[config.mk]
export PLATFORM = sky130hd
export DESIGN_NAME = crtcr_bank
export DESIGN_NICKNAME = d
export VERILOG_FILES = /design/src/crtcr_pkg.sv /design/src/crtcr_bank.sv
export VERILOG_INCLUDE_DIRS = /design/src
export SDC_FILE = /design/constraint.sdc
export NUM_CORES = 1
export LEC_CHECK = 0
export ABC_CLOCK_PERIOD_IN_PS = 1700
export BUFFER_PORTS_ARGS = -buffer_cell sky130_fd_sc_hd__buf_2
export CORE_UTILIZATION = 45
export CTS_CLUSTER_SIZE = 8
export DETAILED_ROUTE_END_ITERATION = 10
export GPL_TIMING_DRIVEN = 1
export HOLD_SLACK_MARGIN = 0.08
export PLACE_DENSITY = 0.68
export SLEW_MARGIN = 20
export SYNTH_ARGS = -nofsm -noshare
export SYNTH_HDL_FRONTEND = slang
export SYNTH_SLANG_ARGS = --single-unit
[constraint.sdc]
create_clock -name sys_clk -period 1.7 [get_ports sys_clk]
set_input_delay 0 -clock sys_clk [delete_from_list [all_inputs] [get_ports sys_clk]]
set_output_delay 0 -clock sys_clk [all_outputs]
set_load 0.05 [all_outputs]
[src/crtcr_regs.svh]
/*
 * Register offsets, field positions, reset values and widths of the
 * clock, range, timestamp configuration bank.
 * Assumes byte addressing on the plain register port.
 */
// Notes on behaviour
// - the clock tuning register resets to 0x11, gain bit 4 high and delay field one.
// - the sample clock delay field in bits 1:0 is one-hot, one bit picks the step.
// - bit 2 of the clock tuning register enables supply noise suppression.
// - a 24-bit status word reports where the reference edge fell against the clock.
// - the edge position word at 0x2C is read-only and writes leave it alone.
// - input A full-scale setting is 16 bits at 0x30 and resets to 0xA000.
// - input B full-scale setting is 16 bits at 0x32, resets to 0xA000, same mapping.
// - code 0x2000 means 500 mVpp, the lowest advised, lower codes still accepted.
// - code 0xA000 means 800 mVpp and 0xFFFF the full 1000 mVpp.
// - bit 0 of the reference source register bypasses the band-gap, reset 0x00.
// - bit 0 of timestamp control enables the receiver, clear means disabled.
// - bit 1 of timestamp control selects dc-coupled mode, reset 0x00.
// - a four-bit reference delay choice selects the delay, zero allows auto calibration.
// - the fine window bit makes the reported delay steps smaller.
`ifndef CRTCR_REGS_SVH
`define CRTCR_REGS_SVH

// ****************************************
// offsets
// ****************************************
`define CRTCR_OFF_CLK_TUNE   8'h2B
`define CRTCR_OFF_POS0       8'h2C
`define CRTCR_OFF_POS1       8'h2D
`define CRTCR_OFF_POS2       8'h2E
`define CRTCR_OFF_FSA_LO     8'h30
`define CRTCR_OFF_FSA_HI     8'h31
`define CRTCR_OFF_FSB_LO     8'h32
`define CRTCR_OFF_FSB_HI     8'h33
`define CRTCR_OFF_REF_SRC    8'h38
`define CRTCR_OFF_TIMESTAMP_INPUT      8'h3B
`define CRTCR_OFF_REF_CTRL   8'h29

// ****************************************
// reset values
// ****************************************
`define CRTCR_RST_CLK_TUNE   8'h11
`define CRTCR_RST_FS         16'hA000
`define CRTCR_RST_BYTE       8'h00
`define CRTCR_RST_POS        24'h000000

// ****************************************
// field positions
// ****************************************
`define CRTCR_BIT_FB_GAIN    4
`define CRTCR_BIT_NOISE_EN   2
`define CRTCR_BIT_TS_RECV    0
`define CRTCR_BIT_TS_DC      1
`define CRTCR_BIT_REF_BYP    0
`define CRTCR_BIT_FINE       4
`define CRTCR_FS_MIN_CODE    16'h2000

`endif

[src/crtcr_pkg.sv]
/*
 * Types for the clock, range, timestamp configuration bank.
 * Assumes the constants header is included by the design file.
 */
package crtcr_pkg;
    typedef logic [7:0]  crtcr_byte_t;
    typedef logic [15:0] crtcr_fs_t;
    typedef logic [23:0] crtcr_pos_t;
endpackage

[src/crtcr_bank.sv]
/*
 * Configuration register bank: clock tuning, reference edge position,
 * two full-scale settings, reference source and timestamp control.
 * Assumes a master that issues one-cycle strobes synchronous to sys_clk.
 */
`timescale 1ns/1ps
`include "crtcr_regs.svh"

module crtcr_bank (
    input  wire logic                sys_clk,
    input  wire logic                srst,
    input  wire logic [7:0]          reg_addr,
    input  wire crtcr_pkg::crtcr_byte_t reg_wdata,
    input  wire logic                reg_wr,
    input  wire logic                reg_rd,
    output logic      [7:0]          reg_rdata,
    input  wire logic                edge_capture,
    input  wire crtcr_pkg::crtcr_pos_t edge_position_in,
    output logic                     feedback_gain_high,
    output logic                     supply_noise_suppress_en,
    output logic      [1:0]          sample_clock_delay_sel,
    output logic                     sample_delay_onehot_ok,
    output crtcr_pkg::crtcr_fs_t     input_a_fullscale,
    output crtcr_pkg::crtcr_fs_t     input_b_fullscale,
    output logic                     input_a_below_min,
    output logic                     input_b_below_min,
    output logic                     reference_source_select,
    output logic                     timestamp_receiver_en,
    output logic                     timestamp_dc_coupled_mode,
    output logic      [3:0]          reference_delay_choice,
    output logic                     reference_window_fine,
    output logic                     auto_ref_cal_allowed
);
    import crtcr_pkg::*;

    // ****************************************
    // storage
    // ****************************************
    crtcr_byte_t clk_tune_q;
    crtcr_fs_t   fsa_q;
    crtcr_fs_t   fsb_q;
    crtcr_byte_t ref_src_q;
    crtcr_byte_t timestamp_input_q;
    crtcr_byte_t ref_ctrl_q;
    crtcr_pos_t  pos_q;
    crtcr_byte_t rdata_q;
    crtcr_byte_t rdata_d;

    // ****************************************
    // write decode
    // ****************************************
    // one select per byte; reserved bits are stored, so a plain byte load suffices
    wire wr_clk   = reg_wr && (reg_addr == `CRTCR_OFF_CLK_TUNE);
    wire wr_fsa_l = reg_wr && (reg_addr == `CRTCR_OFF_FSA_LO);
    wire wr_fsa_h = reg_wr && (reg_addr == `CRTCR_OFF_FSA_HI);
    wire wr_fsb_l = reg_wr && (reg_addr == `CRTCR_OFF_FSB_LO);
    wire wr_fsb_h = reg_wr && (reg_addr == `CRTCR_OFF_FSB_HI);
    wire wr_src   = reg_wr && (reg_addr == `CRTCR_OFF_REF_SRC);
    wire wr_ts    = reg_wr && (reg_addr == `CRTCR_OFF_TIMESTAMP_INPUT);
    wire wr_ref   = reg_wr && (reg_addr == `CRTCR_OFF_REF_CTRL);

    // configuration registers, reserved bits kept as written
    always_ff @(posedge sys_clk) begin
        if (srst) begin
            clk_tune_q <= `CRTCR_RST_CLK_TUNE;
            fsa_q      <= `CRTCR_RST_FS;
            fsb_q      <= `CRTCR_RST_FS;
            ref_src_q  <= `CRTCR_RST_BYTE;
            timestamp_input_q    <= `CRTCR_RST_BYTE;
            ref_ctrl_q <= `CRTCR_RST_BYTE;
        end else begin
            if (wr_clk)   clk_tune_q  <= reg_wdata;
            if (wr_fsa_l) fsa_q[7:0]  <= reg_wdata;
            if (wr_fsa_h) fsa_q[15:8] <= reg_wdata;
            if (wr_fsb_l) fsb_q[7:0]  <= reg_wdata;
            if (wr_fsb_h) fsb_q[15:8] <= reg_wdata;
            if (wr_src)   ref_src_q   <= reg_wdata;
            if (wr_ts)    timestamp_input_q     <= reg_wdata;
            if (wr_ref)   ref_ctrl_q  <= reg_wdata;
        end
    end

    // ****************************************
    // edge position capture
    // ****************************************
    // only the capture strobe loads it; bus writes have no path here
    always_ff @(posedge sys_clk) begin
        if (srst) begin
            pos_q <= `CRTCR_RST_POS;
        end else if (edge_capture) begin
            pos_q <= edge_position_in;
        end
    end

    // ****************************************
    // read mux
    // ****************************************
    // unmapped addresses read zero
    always_comb begin
        rdata_d = 8'h00;
        unique case (reg_addr)
            `CRTCR_OFF_CLK_TUNE: rdata_d = clk_tune_q;
            `CRTCR_OFF_POS0:     rdata_d = pos_q[7:0];
            `CRTCR_OFF_POS1:     rdata_d = pos_q[15:8];
            `CRTCR_OFF_POS2:     rdata_d = pos_q[23:16];
            `CRTCR_OFF_FSA_LO:   rdata_d = fsa_q[7:0];
            `CRTCR_OFF_FSA_HI:   rdata_d = fsa_q[15:8];
            `CRTCR_OFF_FSB_LO:   rdata_d = fsb_q[7:0];
            `CRTCR_OFF_FSB_HI:   rdata_d = fsb_q[15:8];
            `CRTCR_OFF_REF_SRC:  rdata_d = ref_src_q;
            `CRTCR_OFF_TIMESTAMP_INPUT:    rdata_d = timestamp_input_q;
            `CRTCR_OFF_REF_CTRL: rdata_d = ref_ctrl_q;
            default:             rdata_d = 8'h00;
        endcase
    end

    // read data stands one cycle after the strobe, zero otherwise
    always_ff @(posedge sys_clk) begin
        if (srst) rdata_q <= 8'h00;
        else      rdata_q <= reg_rd ? rdata_d : 8'h00;
    end
    assign reg_rdata = rdata_q;

    // ****************************************
    // field outputs
    // ****************************************
    // all taken straight from register bits, so no glitches reach the analog side
    assign feedback_gain_high        = clk_tune_q[`CRTCR_BIT_FB_GAIN];
    assign supply_noise_suppress_en  = clk_tune_q[`CRTCR_BIT_NOISE_EN];
    assign sample_clock_delay_sel    = clk_tune_q[1:0];
    assign input_a_fullscale         = fsa_q;
    assign input_b_fullscale         = fsb_q;
    assign reference_source_select   = ref_src_q[`CRTCR_BIT_REF_BYP];
    assign timestamp_receiver_en     = timestamp_input_q[`CRTCR_BIT_TS_RECV];
    assign timestamp_dc_coupled_mode = timestamp_input_q[`CRTCR_BIT_TS_DC];
    assign reference_delay_choice    = ref_ctrl_q[3:0];
    assign reference_window_fine     = ref_ctrl_q[`CRTCR_BIT_FINE];

    // status flags registered so they too come from flip-flops
    logic onehot_q;
    logic a_low_q;
    logic b_low_q;
    logic cal_ok_q;
    wire  onehot_d = clk_tune_q[0] ^ clk_tune_q[1];
    wire  a_low_d  = fsa_q < `CRTCR_FS_MIN_CODE;
    wire  b_low_d  = fsb_q < `CRTCR_FS_MIN_CODE;
    wire  cal_ok_d = ref_ctrl_q[3:0] == 4'h0;

    // flags lag their field by one cycle; harmless for static settings
    always_ff @(posedge sys_clk) begin
        if (srst) begin
            onehot_q <= 1'b1;
            a_low_q  <= 1'b0;
            b_low_q  <= 1'b0;
            cal_ok_q <= 1'b1;
        end else begin
            onehot_q <= onehot_d;
            a_low_q  <= a_low_d;
            b_low_q  <= b_low_d;
            cal_ok_q <= cal_ok_d;
        end
    end
    assign sample_delay_onehot_ok = onehot_q;
    assign input_a_below_min      = a_low_q;
    assign input_b_below_min      = b_low_q;
    assign auto_ref_cal_allowed   = cal_ok_q;
endmodule // crtcr_bank

==> impl_metrics.ini <==
[timing]
drv_slew = 0
worst_pin_slew_ns = 0.706
rsz0062_at_grt = no
hold_violations = 0
max_slew_margin = 0.529
fmax_mhz = 676
setup_viol = 0
tns_ns = 0
period_minus_slack_ns = 1.48
fin_crit_sh = 0.870
skew_ns = 0.00729

[hold_path]
hp-class = primary input to flop
whs_path_depth = 4

[clock_network]
cts.sinks = 100
clockRootBuffer = clkbuf_8
cts_tree = built
htreeDepth = 3
max-clock-path-buffers = 2
clk_pin_slew_ns = 0.09
clk-insertion-delay-late_ns = 0.36
cts_resized = 0
cts_buffers = 9

[drt]
wl_per_cell_microns = 17.7
drc = 0
dr.first_iter.drc_count = 207
dr.pass1.iters = 5
routed_via_density = 5.59
ant_nets = 0
via_count = 4111
wl_microns = 13000

[status]
status = completed

[critical_path]
max_stage_delay_ns = 0.49
end_kind = flop
crit_required_ns = 1.98
crit_chain = or4bb_1 -> a21oi_1 -> o211ai_1 -> a41oi_1
critical_path_class = flop to flop
start_kind = flop
crit_slowest_cell = or4bb_1
reg2regPathDepth = 4
cp.arrival_ns = 1.76
critPathMaxFanout = 3

[layout]
final_nets = 643
syn2layout_area_growth_pct = 23.7
antenna_cells = 0
layout.cells.non_filler = 735
final_cell_mix = dfxtp_1 (100), buf_2 (100), mux2i_1 (84), nor2_1 (74), dlygate4sd3_1 (33)
drive_gt1_frac = 0.249

[synth]
synth_seq_cells = 100
synth_largest_area_cell = dfxtp_1
syn_nets = 532
synth-edff-count = 0
synth_top_area_frac = 0.438
ys.warnings.count = 0
syn_area_per_cell_sq_um = 9.38
synthTopCellsByArea = dfxtp_1 (44%), mux2i_1 (18%), nor2_1 (6.1%), nand3_1 (2.2%), clkbuf_1 (2.1%)
ys_types = 55
synth-seq-area-share = 0.438
ys.flop_type = dfxtp_1
synth_cells = 487
netlist_area_sq_um = 4570
async_flop_share = 0

[power_and_ir_drop]
p_switching_mw = 1.08
pwr_density_cell_nw_per_um2 = 738
combPwrFrac = 0.103
ir_drop_uv = 375
power.leakage_nw = 2.72
p_clk_frac = 0.323
p_seq_frac = 0.575
p_sw_frac = 0.260
p_int_mw = 3.09

[global_routing]
grt_pass1_vias = 3881
grt_usage = 0.256
antenna_found_initial = 0
grt_start_max_net_pins = 62
grt_pass1_wl_microns = 20300
grt_overflow = 0

[flow_run]
timing.max_cap.violations = 0

[place]
place.gp.congestion = 0.853
dp_hpwl_microns = 8950
dp_cells = 687
io_buffers = 100

[floorplan]
die_area_sq_um = 10600
io_pins = 101
core_sq_um = 9820
start_util = 0.465
rows = 36
die_h_microns = 103
fp.dieW_microns = 103
==> kinds of logic after synthesis <==
family	after synthesis	share of synthesized area
xor+xnor	1	0.00192
flops	100	0.438
buf+inv	58	0.0586
mux	88	0.199
simple gates	178	0.204
compound gates	62	0.0981
==> through the flow <==
stage / cell area [sq um] / hold WS [ns] / utilization / power [mW] / worst slack, ns
6_report: 5650 / 0.149 / 0.575 / 4.17 / 0.222
3_3_place_gp: 5150 / 0.239 / 0.525 / 2.81 / 0.127
4_1_cts: 5640 / 0.128 / 0.575 / 4.19 / 0.212
2_1_floorplan: 4570 / 0.147 / - / 2.68 / 0.0556
3_5_place_dp: 5150 / 0.247 / 0.525 / 2.81 / 0.0357
5_1_grt: 5650 / 0.156 / 0.575 / 4.33 / 0.147
==> sequential cells by signal (all words and copies together) (netlist names) <==
| name | count |
|---|---|
| input_a_fullscale | 16 |
| input_b_fullscale | 16 |
| auto_ref_cal_allowed | 1 |
| sample_delay_onehot_ok | 1 |
| ref_ctrl_q | 8 |
| pos_q | 24 |
| reg_rdata | 8 |
| ref_src_q | 8 |
| clk_tune_q | 8 |
| input_a_below_min | 1 |
| input_b_below_min | 1 |
| timestamp_input_q | 8 |
==> layer usage <==
| metal | vias to the layer above | GRT usage | routed length [microns] |
|---|---|---|---|
| met3 | 16 | 0.0407 | 802 |
| met5 | - | 0 | 0 |
| met2 | 153 | 0.430 | 6240 |
| met1 | 1987 | 0.339 | 5770 |
| li1 | 1955 | - | - |
| met4 | 0 | 0.0823 | 179 |
==> worst max-delay path, delay by kind of cell (launching register included) <==
family           cells  cell delay (ns)
AO/OA/AOI/OAI        3             0.51
AND/OR/NAND/NOR      1             0.49
flip-flops           1             0.40
==> Yosys cell counts, types with 5 or more instances <==
cell type and n:
nand2_1 25, a21oi_1 16, buf_4 6, inv_1 5, nor2_1 74, mux2i_1 84
o2bb2ai_1 6, buf_2 14, dfxtp_1 100, and3_1 9, nand4b_1 5, nand3_1 20
nand4_1 8, nand4_2 5, clkbuf_1 26, a22oi_1 8, a22o_1 6
==> area by class of cell <==
cell class                      instances  area [sq um]
Tap cell                              133           166
Fill cell                             922          4170
Clock inverter                          4          27.5
Inverter                                5          18.8
Timing Repair Buffer                  153           993
Multi-Input combinational cell        329          2310
Clock buffer                           11           131
Sequential cell                       100          2000
==> repair_timing <==
action,4_1_cts,5_1_grt
endpoints found under the hold margin,89,0
hold buffers,33,0
setup buffers,0,0
==> path summary, 6_finish.rpt <==
path,start,endpoint,slack [ns]
worst max-delay path,input_b_fullscale[1]$_SDFFE_PP0P_,reg_rdata[1]$_SDFF_PP0_,0.22
worst min-delay path,reg_addr[2],reg_rdata[0]$_SDFF_PP0_,0.15
worst max register to register,input_b_fullscale[1]$_SDFFE_PP0P_,reg_rdata[1]$_SDFF_PP0_,0.22
worst min register to register,ref_src_q[1]$_SDFFE_PP0P_,ref_src_q[1]$_SDFFE_PP0P_,0.46
==> power by group through the flow <==
stage / Clock, mW / Combinational, mW / Sequential [mW]
floorplan: 0 / 0.231 / 2.45
global placement: 0 / 0.357 / 2.45
detailed placement: 0 / 0.361 / 2.45
CTS: 1.37 / 0.421 / 2.40
global route: 1.46 / 0.462 / 2.40
finish: 1.35 / 0.428 / 2.40
(Power assumes the default switching activity.)
